**src/hw/srwp_pkg.sv**
```systemverilog
// Package of constants and types for the strap, reset, wake and pin block
// Summary of operation
// - Strap low: 10 Mb/s half, no autoneg; high: 100 Mb/s half, autoneg on.
// - Strap level is captured at reset release and held as default settings.
// - EEPROM data pin may be general output three or TX_EN/TX_CLK monitor.
// - In those data pin roles the EEPROM select stays deasserted.
// - EEPROM clock pin may be general output four or RX_DV/RX_CLK monitor.
// - In those clock pin roles the EEPROM select stays deasserted.
// - General outputs three and four have no input path.
// - External reset low resets all logic and registers.
// - Without external reset, internal power-on reset initialises the part.
// - After reset or wake, writes are ignored until one host read occurs.
// - When enabled, a wake event asserts the wake indicator.
// - Wake indicator polarity and driver type are programmable.
// - Wake events do not end power saving; only a host write cycle does.
// - Any host write in power saving wakes the device, whatever its data.
package srwp_pkg;
   typedef enum logic [1:0] {
      SRWP_DATA_EEPROM,
      SRWP_DATA_GPO,
      SRWP_DATA_TXEN,
      SRWP_DATA_TXCLK
   } srwp_data_mode_t;
   typedef enum logic [1:0] {
      SRWP_CLK_EEPROM,
      SRWP_CLK_GPO,
      SRWP_CLK_RXDV,
      SRWP_CLK_RXCLK
   } srwp_clk_mode_t;
   localparam logic SRWP_SPEED_10 = 1'b0;
   localparam logic SRWP_SPEED_100 = 1'b1;
   localparam logic SRWP_STRAP_RESET = 1'b0;
   localparam int SRWP_POR_CYCLES = 16;
   localparam logic [4:0] SRWP_POR_CNT_W = 5'h05;
endpackage

```
**src/hw/srwp_top.sv**
```systemverilog
// Top of the strap, reset, wake and shared pin block
module srwp_top
   import srwp_pkg::*;
(
   input wire logic REF_CLK_I,
   input wire logic RESET_N_I,
   input wire logic POR_N_I,
   input wire logic SPEED_STRAP_I,
   input wire logic CHIP_SELECT_LOW_I,
   input wire logic WRITE_STROBE_LOW_I,
   input wire logic READ_STROBE_LOW_I,
   input wire srwp_pkg::srwp_data_mode_t DATA_MODE_I,
   input wire srwp_pkg::srwp_clk_mode_t CLK_MODE_I,
   input wire logic GENERAL_OUTPUT_THREE_I,
   input wire logic GENERAL_OUTPUT_FOUR_I,
   input wire logic EE_SELECT_I,
   input wire logic EE_CLOCK_I,
   input wire logic EE_DOUT_I,
   input wire logic EE_DOE_I,
   input wire logic EEPROM_DATA_IO_I,
   input wire logic MII_TX_EN_I,
   input wire logic MII_TX_CLK_I,
   input wire logic MII_RX_DV_I,
   input wire logic MII_RX_CLK_I,
   input wire logic WAKE_ENABLE_I,
   input wire logic WAKE_POLARITY_I,
   input wire logic WAKE_OPEN_DRAIN_I,
   input wire logic WAKE_EVENT_I,
   input wire logic WAKE_CLEAR_I,
   input wire logic SLEEP_REQ_I,
   output logic RESET_N_O,
   output logic SPEED_100_O,
   output logic FULL_DUPLEX_O,
   output logic AUTONEG_EN_O,
   output logic EEPROM_DATA_IO_O,
   output logic EEPROM_DATA_IO_OE_O,
   output logic EEPROM_DATA_IN_O,
   output logic EEPROM_SERIAL_CLOCK_O,
   output logic EEPROM_SELECT_O,
   output logic WAKE_INDICATOR_O,
   output logic WAKE_INDICATOR_OE_O,
   output logic POWER_SAVE_O,
   output logic WRITE_ENABLED_O,
   output logic WRITE_ACCEPT_O
);
   import srwp_pkg::*;
   logic rst_n;
   logic strap;
   logic strap_taken;
   logic wake_pending;
   logic power_save;
   logic read_seen;
   logic cs_wr_d;
   logic cs_rd_d;
   logic host_wr;
   logic host_rd;
   logic wr_start;
   logic rd_start;
   logic wake_level;

   srwp_por #(
      .CYCLES(SRWP_POR_CYCLES)
   ) u_por (
      .clk_i(REF_CLK_I),
      .ext_reset_n_i(RESET_N_I),
      .por_n_i(POR_N_I),
      .rst_n_o(rst_n)
   );

   // Strap is caught by a clocked process on the first cycle out of reset
   always_ff @(posedge REF_CLK_I or negedge rst_n) begin
      if (!rst_n) begin
         strap <= SRWP_STRAP_RESET;
         strap_taken <= 1'b0;
      end else if (!strap_taken) begin
         strap <= SPEED_STRAP_I;
         strap_taken <= 1'b1;
      end
   end

   assign host_wr = !CHIP_SELECT_LOW_I && !WRITE_STROBE_LOW_I;
   assign host_rd = !CHIP_SELECT_LOW_I && !READ_STROBE_LOW_I;

   always_ff @(posedge REF_CLK_I or negedge rst_n) begin
      if (!rst_n) begin
         cs_wr_d <= 1'b0;
         cs_rd_d <= 1'b0;
      end else begin
         cs_wr_d <= host_wr;
         cs_rd_d <= host_rd;
      end
   end
   assign wr_start = host_wr && !cs_wr_d;
   assign rd_start = host_rd && !cs_rd_d;

   // Power saving ends on any write cycle, data ignored
   // Level, not edge: a write already under way at sleep entry still wakes
   always_ff @(posedge REF_CLK_I or negedge rst_n) begin
      if (!rst_n) begin
         power_save <= 1'b0;
      end else if (power_save && host_wr) begin
         power_save <= 1'b0;
      end else if (SLEEP_REQ_I && !power_save) begin
         power_save <= 1'b1;
      end
   end

   // Writes are dead until a read after reset or after leaving power saving
   always_ff @(posedge REF_CLK_I or negedge rst_n) begin
      if (!rst_n) begin
         read_seen <= 1'b0;
      end else if (rd_start && !power_save) begin
         read_seen <= 1'b1;
      end else if (power_save) begin
         read_seen <= 1'b0;
      end
   end

   // Event wins over clear in the same cycle
   always_ff @(posedge REF_CLK_I or negedge rst_n) begin
      if (!rst_n) begin
         wake_pending <= 1'b0;
      end else if (WAKE_EVENT_I && WAKE_ENABLE_I) begin
         wake_pending <= 1'b1;
      end else if (WAKE_CLEAR_I) begin
         wake_pending <= 1'b0;
      end
   end

   always_ff @(posedge REF_CLK_I or negedge rst_n) begin
      if (!rst_n) begin
         wake_level <= 1'b0;
      end else begin
         wake_level <= wake_pending ^ !WAKE_POLARITY_I;
      end
   end

   srwp_pinmux u_pinmux (
      .data_mode_i(DATA_MODE_I),
      .clk_mode_i(CLK_MODE_I),
      .ee_select_i(EE_SELECT_I),
      .ee_clock_i(EE_CLOCK_I),
      .ee_dout_i(EE_DOUT_I),
      .ee_doe_i(EE_DOE_I),
      .gen_out_three_i(GENERAL_OUTPUT_THREE_I),
      .gen_out_four_i(GENERAL_OUTPUT_FOUR_I),
      .tx_en_i(MII_TX_EN_I),
      .tx_clk_i(MII_TX_CLK_I),
      .rx_dv_i(MII_RX_DV_I),
      .rx_clk_i(MII_RX_CLK_I),
      .data_o(EEPROM_DATA_IO_O),
      .data_oe_o(EEPROM_DATA_IO_OE_O),
      .clock_o(EEPROM_SERIAL_CLOCK_O),
      .select_o(EEPROM_SELECT_O)
   );

   // Input path exists only in the EEPROM role
   assign EEPROM_DATA_IN_O = (DATA_MODE_I == SRWP_DATA_EEPROM) ?
      EEPROM_DATA_IO_I : 1'b0;
   assign RESET_N_O = rst_n;
   assign SPEED_100_O = strap;
   assign FULL_DUPLEX_O = 1'b0;
   assign AUTONEG_EN_O = (strap == SRWP_SPEED_100);
   // Open drain drives only the low level, whatever the polarity
   assign WAKE_INDICATOR_O = wake_level;
   // Driver off until the level flop holds a polarity-correct value,
   // else an active-low indicator would pulse right after reset
   assign WAKE_INDICATOR_OE_O = strap_taken &&
      (!WAKE_OPEN_DRAIN_I || !wake_level);
   assign POWER_SAVE_O = power_save;
   assign WRITE_ENABLED_O = read_seen;
   assign WRITE_ACCEPT_O = wr_start && read_seen && !power_save;
endmodule

```
**src/hw/srwp_por.sv**
```systemverilog
// Internal power-on reset generator merged with the external reset
module srwp_por
   import srwp_pkg::*;
#(
   parameter int CYCLES = SRWP_POR_CYCLES
) (
   input wire logic clk_i,
   input wire logic ext_reset_n_i,
   input wire logic por_n_i,
   output logic rst_n_o
);
   logic [7:0] count;
   logic done;
   wire logic any_n = ext_reset_n_i & por_n_i;
   // Stretch so reset releases cleanly on a clock edge
   always_ff @(posedge clk_i or negedge any_n) begin
      if (!any_n) begin
         count <= 8'h00;
         done <= 1'b0;
      end else if (!done) begin
         count <= count + 8'h01;
         done <= (count == 8'(CYCLES - 1));
      end
   end
   assign rst_n_o = done;
endmodule

```
**src/hw/srwp_pinmux.sv**
```systemverilog
// Multiplexer for the two shared EEPROM pins
module srwp_pinmux
   import srwp_pkg::*;
(
   input wire srwp_data_mode_t data_mode_i,
   input wire srwp_clk_mode_t clk_mode_i,
   input wire logic ee_select_i,
   input wire logic ee_clock_i,
   input wire logic ee_dout_i,
   input wire logic ee_doe_i,
   input wire logic gen_out_three_i,
   input wire logic gen_out_four_i,
   input wire logic tx_en_i,
   input wire logic tx_clk_i,
   input wire logic rx_dv_i,
   input wire logic rx_clk_i,
   output logic data_o,
   output logic data_oe_o,
   output logic clock_o,
   output logic select_o
);
   always_comb begin
      case (data_mode_i)
         SRWP_DATA_GPO: data_o = gen_out_three_i;
         SRWP_DATA_TXEN: data_o = tx_en_i;
         SRWP_DATA_TXCLK: data_o = tx_clk_i;
         default: data_o = ee_dout_i;
      endcase
      // Non-EEPROM roles always drive; no input path there
      data_oe_o = (data_mode_i == SRWP_DATA_EEPROM) ? ee_doe_i : 1'b1;
      case (clk_mode_i)
         SRWP_CLK_GPO: clock_o = gen_out_four_i;
         SRWP_CLK_RXDV: clock_o = rx_dv_i;
         SRWP_CLK_RXCLK: clock_o = rx_clk_i;
         default: clock_o = ee_clock_i;
      endcase
      // Guard against stray EEPROM accesses
      select_o = ee_select_i && (data_mode_i == SRWP_DATA_EEPROM) &&
         (clk_mode_i == SRWP_CLK_EEPROM);
   end
endmodule

```
**config.mk**
```make
export PLATFORM = sky130hd
export DESIGN_NAME = srwp_top
export DESIGN_NICKNAME = d
export VERILOG_FILES = /design/src/hw/srwp_pkg.sv /design/src/hw/srwp_top.sv /design/src/hw/srwp_por.sv /design/src/hw/srwp_pinmux.sv
export SDC_FILE = /design/constraint.sdc
export NUM_CORES = 1
export LEC_CHECK = 0
export BUFFER_PORTS_ARGS = -buffer_cell sky130_fd_sc_hd__buf_2
export CORE_MARGIN = 2
export CORE_UTILIZATION = 30
export DETAILED_ROUTE_END_ITERATION = 6
export PLACE_DENSITY = 0.68
export SETUP_SLACK_MARGIN = 0.4
export SLEW_MARGIN = 30
export SYNTH_ARGS = -nofsm -noshare
export SYNTH_HDL_FRONTEND = slang
export SYNTH_SLANG_ARGS = --single-unit
```
**constraint.sdc**
```tcl
create_clock -name REF_CLK_I -period 0.8 [get_ports REF_CLK_I]
set_input_delay 0.16 -clock REF_CLK_I [delete_from_list [all_inputs] [get_ports REF_CLK_I]]
set_output_delay 0.16 -clock REF_CLK_I [all_outputs]
set_load 0.005 [all_outputs]
```
==> impl_summary.txt, run 1 <==
----------------------------------------------------
[Power]
  Worst vdd rail ir drop ... 1.09 mV
  Leakage power ... 0.739 nW
  Total power consumption of the routed design ... ~0.0017 W
  Power per cell area ... 1180 nW/µm²

[Clock network]
  CTS tree ... built
  Clock insertion delay at the later pin of the skew report ... 0.29 ns
  Clock sinks ... 17
  Clock root buffer ... clkbuf_4
  Count of H-tree levels built during CTS ... 1
  Maximum count of clock buffers along a single path ... 2
  Clock transition time at the flip-flop clock pins of the worst setup and hold paths ... approximately 0.1 ns
  Clock buffer count from CTS ... 3

[Floorplan]
  Initial core utilization ... 31.4%
  Placeable core region ... 2450 µm²
  Die boundary height ... between 50 and 60 µm
  Die W ... between 50 and 60 µm
  Full die area ... 2990 µm²
  Number of placement rows ... 18
  Ports ... 42

[Detailed routing]
  Post-route antenna net violation count ... 0
  Drt first pass iters ... 4
  Total via count in the routed design ... 736
  Wirelength per Cell ... ~12 µm
  Count of unresolved DRC violations after routing ... 0
  Via density ... between 4 and 5
  Post-detailed-routing wire length ... about 2000 µm
  Count of routing violations after the opening detailed-route iteration ... 7

[Finish]
  Non-filler instance count after layout ... roughly 160
  Post-layout net count ... ~160
  Post-layout utilization of the core ... 57.8%
  Number of fill cells ... roughly 210
  Final antenna diode count ... 0
  Layout overhead on the synthesized area ... 83.8%
  Ratio of cells with drive above 1 in the final layout ... 68.2%

[Synth]
  Total of warnings raised by yosys ... 0
  Asr flop ratio synth ... 100%
  Post-synthesis instance total ... between 60 and 70
  Mapped cell area ... 772 µm²
  Area share of the leading cell type in the synthesized netlist ... 55.1%
  Number of enable flip-flop cells after synthesis ... 0
  Largest area contributor in the netlist ... dfrtp_1
  Net count after synthesis ... 94
  Synth Register Bits ... 17
  Post-Syn Area per Cell ... between 10 and 15 µm²
  Largest cells by area after synthesis ... dfrtp_1, xnor2_1, mux4_2
  Sequential fraction of the synthesis area ... around 55%
  Synth Flop Type ... dfrtp_1
  Post-synthesis cell type count ... 25

[GRT]
  Largest net degree at the start of global routing ... 10
  Most heavily used metal layer in global routing ... met2
  Via count of the first global-routing pass ... 700
  Combined global-route utilization of all metal layers ... a little over an eighth
  Met2 Track Usage GR ... between 20% and 30%
  First-pass GRT wire length ... 2840 µm
  Global routing met3 resource utilization ... 2.46%
  Global-route met1 utilization ... 12.7%
  Antenna violations before repair ... 0
  Leftover overflow at the end of global routing ... 0

[Min path]
  Kind of path behind the tightest hold check ... primary input to async pin

[Timing]
  Number of setup violations in the final report ... 24
  Max frequency ... between 800 and 900 MHz
  Worst slack on hold paths ... -0.127 ns
  Post-Route Skew ... between 0.007 and 0.008 ns
  RSZ-0062 raised after global routing ... yes
  Least setup slack across all paths after layout ... -0.364 ns
  Period minus WS final ... between 1 and 1.5 ns
  Number of max-slew violations in the final report ... 0
  Fin crit share ... 145%
  Final Hold Violating Endpoints ... 9

[Worst setup path]
  Top fanout value on the critical path ... 2
  Kind of start point of the critical path ... register
  Arrival time of the worst setup path ... 1.00 ns
  Critical path start-end classification ... register to output pin
  Required arrival time at the worst endpoint ... approximately 0.64 ns
  Critical path endpoint category ... output pin

[Flow run]
  Number of maximum-capacitance constraint violations ... 0

[Placed design]
  Post-DP HPWL ... 1420 µm
  Placer's final routability congestion estimate ... ~0.70
  # port buffers ... 40
  Cell count after placement ... 148

[Status]
  Run status ... finished with violations
  Violated checks ... negative hold slack, negative setup slack

----------------------------------------------------
-- critical path, cell delays in order (launching register included) --
cell and delay [ns]:
dfrtp_1 0.39, nor2_1 0.09, and3_1 0.14, buf_2 0.11
-- metal layers --
layer	vias to the layer above	part of all wire, %
li1	344	-
met1	350	31
met2	40	58
met3	2	11
met4	0	0.50
met5	-	0
-- power breakdown --
group	internal [W]	switching (W)
logic	0.000201	0.000110
registers	0.000893	0.0000179
clock network	0.000194	0.000265
-- layout make-up --
type	count	area, µm²	area share, %
repair buffers	62	487	34.3
multi-input cells	45	438	30.9
flip-flops and latches	17	427	30.1
well taps	30	37.5	2.65
clock buffers	4	26.3	1.85
inverters	1	3.75	0.265
-- path summary, 6_finish.rpt --
path	start	end	slack (ns)	depth (start not counted)
min reg2reg	u_por.rst_n_o$_DFF_PN0_	cs_rd_d$_DFF_PN0_	0.47	4
max	POWER_SAVE_O$_DFFE_PN0P_	WRITE_ACCEPT_O	-0.36	3
max reg2reg	u_por.rst_n_o$_DFF_PN0_	u_por.count[7]$_DFFE_PN0N_	-0.32	3
max in group asynchronous	u_por.rst_n_o$_DFF_PN0_	WRITE_ENABLED_O$_DFFE_PN0P_	0.22	4
min in group REF_CLK_I	READ_STROBE_LOW_I	cs_rd_d$_DFF_PN0_	0.03	2
min	POR_N_I	u_por.count[0]$_DFFE_PN0N_	-0.13	2
-- registers in the layout, summed over array words and instances (netlist names) --
name and count:
u_por.count 8, AUTONEG_EN_O 1, POWER_SAVE_O 1, WAKE_INDICATOR_O 1, WRITE_ENABLED_O 1, cs_rd_d 1
cs_wr_d 1, strap_taken 1, u_por.rst_n_o 1, wake_pending 1
-- synthesized netlist by cell type, types with 2 or more instances --
| library cell | number |
|---|---|
| and2_1 | 2 |
| and3_1 | 2 |
| buf_4 | 2 |
| conb_1 | 2 |
| dfrtp_1 | 17 |
| mux2_2 | 2 |
| mux4_2 | 2 |
| nand2_1 | 5 |
| nor2_1 | 8 |
| nor3_1 | 2 |
| xnor2_1 | 6 |
| xor2_1 | 2 |
-- placed cells by master, fill, tap and decap left out, types with 2 or more instances in the layout --
cell,Yosys,final
nor2_1,8,6
nor3_2,1,2
xnor2_1,6,4
nand2_1,5,2
clkbuf_4,0,3
and3_1,2,2
buf_6,0,15
nor2_4,0,2
dfrtp_1,17,16
xnor2_2,0,2
buf_8,0,6
mux2_2,2,2
mux4_2,2,2
buf_4,2,9
nand2_2,0,2
buf_2,0,32
and2_1,2,2
xor2_1,2,2
conb_1,2,2
-- cells by family after synthesis --
kind of cell | synth area share, %
simple gates | 18.6
flops | 55.1
xor+xnor | 9.08
compound gates | 3.40
mux | 8.75
buf+inv | 2.43
other cells | 0.973
fa+ha+maj | 1.62
-- through the flow --
stage | cell area, µm² | TNS, ns | setup slack (ns)
finish | 1420 | -5.01 | -0.364
global route | 1420 | -5.86 | -0.422
CTS | 1330 | -4.83 | -0.376
detailed placement | 1130 | -2.66 | -0.287
global placement | 1130 | -2.51 | -0.249
floorplan | 796 | -1.62 | -0.296
-- repair_timing --
action / in CTS / in global routing
setup endpoints to repair: 27 / 35
gates resized for setup: 34 / 14
endpoints found under the hold margin: 9 / 9
buffers inserted: 4 / 3
pin swaps: 7 / 6
Note: power is estimated with default switching activity, not from simulation.
==> run 2, diff against run 1 <==
--- a/config.mk
+++ b/config.mk
@@ -9,7 +9,6 @@
 export CORE_MARGIN = 2
 export CORE_UTILIZATION = 30
 export DETAILED_ROUTE_END_ITERATION = 6
-export PLACE_DENSITY = 0.68
 export SETUP_SLACK_MARGIN = 0.4
 export SLEW_MARGIN = 30
 export SYNTH_ARGS = -nofsm -noshare
==> run 2 against run 1 <==
Sequential power about the same. Design area fell by 1.3%. Core utilization is 0.76 points lower. Sequential cell count is the same. Power is 0.57% higher. The run still ends with negative hold slack, negative setup slack left. Register-to-register slack gained 0.06 ns. Critical path depth unchanged. Global-route usage down 0.35 points. Clock power fell by 2%.
==> impl_summary.txt, run 2 (synthesized netlist as in run 1, its figures left out) <==
----------------------------------------------------
[Timing]
  Period minus WS final ... roughly 1.2 ns
  Fin crit share ... 148%
  Max frequency ... approximately 850 MHz
  Number of setup violations in the final report ... 25
  RSZ-0062 raised after global routing ... yes
  Least setup slack across all paths after layout ... -0.382 ns
  Post-Route Skew ... between 0.001 and 0.0015 ns
  Worst slack on hold paths ... -0.228 ns
  Number of max-slew violations in the final report ... 0
  Final Hold Violating Endpoints ... 9

[Detailed routing]
  Post-detailed-routing wire length ... 1940 µm
  Wirelength per Cell ... approximately 12 µm
  Count of unresolved DRC violations after routing ... 0
  Post-route antenna net violation count ... 0
  Total via count in the routed design ... a little over 700
  Drt first pass iters ... 2
  Via density ... around 4.5
  Count of routing violations after the opening detailed-route iteration ... 3

[Worst setup path]
  Reg2Reg Setup Slack ... -0.26 ns
  Kind of start point of the critical path ... register
  Arrival time of the worst setup path ... around 1.0 ns
  Required arrival time at the worst endpoint ... ~0.64 ns
  Top fanout value on the critical path ... 2
  Critical path start-end classification ... register to output pin
  Critical path endpoint category ... output pin

[Floorplan]
  Die W ... 54.7 µm
  Full die area ... 2990 µm²
  Ports ... 42
  Number of placement rows ... 18
  Initial core utilization ... 31.4%
  Placeable core region ... 2450 µm²
  Die boundary height ... approximately 55 µm

[Flow run]
  Number of maximum-capacitance constraint violations ... 0

[Placed design]
  # port buffers ... 40
  Placer's final routability congestion estimate ... around 0.66
  Cell area after placement ... roughly 1100 µm²
  Post-DP HPWL ... about 1400 µm
  Cell count after placement ... approximately 150

[GRT]
  Antenna violations before repair ... 0
  Largest net degree at the start of global routing ... 10
  Leftover overflow at the end of global routing ... 0
  First-pass GRT wire length ... about 2700 µm
  Via count of the first global-routing pass ... 659
  Combined global-route utilization of all metal layers ... between 10% and 20%

[Clock network]
  Clock transition time at the flip-flop clock pins of the worst setup and hold paths ... 0.09 ns
  Clock buffer count from CTS ... 3
  Maximum count of clock buffers along a single path ... 2
  Clock sinks ... 17
  Clock root buffer ... clkbuf_4
  Count of H-tree levels built during CTS ... 1
  CTS tree ... built
  Clock insertion delay at the later pin of the skew report ... 0.28 ns

[Power]
  Proportion of power drawn by combinational gates ... ~20%
  Leakage power ... ~0.72 nW
  Part of the power in registers ... 54.0%
  Worst vdd rail ir drop ... between 1 and 1.5 mV
  Switching Share ... a little under a quarter
  Net switching component of the power ... 0.000387 W
  Int Pwr ... about 0.0013 W
  Clock group share of total power ... about a quarter
  Power per cell area ... roughly 1200 nW/µm²

[Finish]
  Most frequent standard cell in the layout excluding fill and tap cells ... buf_2
  Final antenna diode count ... 0
  Layout overhead on the synthesized area ... 81.4%
  Number of flip-flops in the largest register ... 8
  Post-layout net count ... about 160
  Non-Filler Cell Area, Final ... about 1400 µm²
  Largest Register ... u_por.count
  Non-filler instance count after layout ... 157
  Top library cells by usage in the layout, fill and taps aside ... buf_2, dfrtp_1, buf_6
  Number of fill cells ... between 200 and 250
  Ratio of cells with drive above 1 in the final layout ... between 60% and 70%

[Status]
  Run status ... finished with violations
  Violated checks ... negative hold slack, negative setup slack

[Min path]
  Kind of path behind the tightest hold check ... primary input to async pin

----------------------------------------------------
run 2: repair_timing:
action | in CTS | in global routing
resized for setup | 27 | 16
buffers inserted | 7 | 0
endpoints found under the hold margin | 9 | 3
setup endpoints to repair | 27 | 34
pin swaps | 5 | 5
run 2: metal layers:
layer | track usage, % | share of wire, %
met2 | 24.6 | 56
met4 | 6.25 | 0.47
met1 | 13.7 | 35
met3 | 3.55 | 8.3
met5 | 0 | 0
run 2: cell type report:
cell class	instances	area [µm²]	area share (%)
clock buffers	4	26.3	1.88
inverters	1	3.75	0.268
multi-input cells	45	423	30.2
flip-flops and latches	17	427	30.5
well taps	30	37.5	2.68
repair buffers	60	483	34.5
run 2: worst max-delay path, cell delays in order, from the launching register on:
cell     delay [ns]
dfrtp_1        0.40
buf_4          0.14
buf_6          0.11
buf_6          0.10
run 2: through the flow:
stage	util, %	setup WS (ns)	TNS [ns]	total power [W]
final	57.0	-0.382	-5.01	0.00169
after global routing	57.0	-0.468	-5.87	0.00178
after CTS	53.8	-0.403	-5.00	0.00168
after detailed placement	45.3	-0.273	-2.49	0.00116
after global placement	45.3	-0.242	-2.33	0.00116
after floorplan	-	-0.296	-1.62	0.00102
run 2: final timing paths:
check | from | cells past startpoint | endpoint
min | POR_N_I | 2 | u_por.rst_n_o$_DFF_PN0_
min reg2reg | u_por.rst_n_o$_DFF_PN0_ | 2 | wake_pending$_DFFE_PN0P_
min in group REF_CLK_I | READ_STROBE_LOW_I | 2 | cs_rd_d$_DFF_PN0_
max | POWER_SAVE_O$_DFFE_PN0P_ | 3 | POWER_SAVE_O
max in group asynchronous | u_por.rst_n_o$_DFF_PN0_ | 3 | AUTONEG_EN_O$_DFFE_PN0N_
max reg2reg | u_por.rst_n_o$_DFF_PN0_ | 4 | u_por.count[6]$_DFFE_PN0N_
run 2: power groups by stage:
stage               combinational [W]  sequential [W]  clock [W]
floorplan                   0.0000846        0.000932          0
global placement             0.000233        0.000925          0
detailed placement           0.000238        0.000927          0
CTS                          0.000309        0.000909   0.000467
global route                 0.000361        0.000918   0.000506
finish                       0.000330        0.000912   0.000448
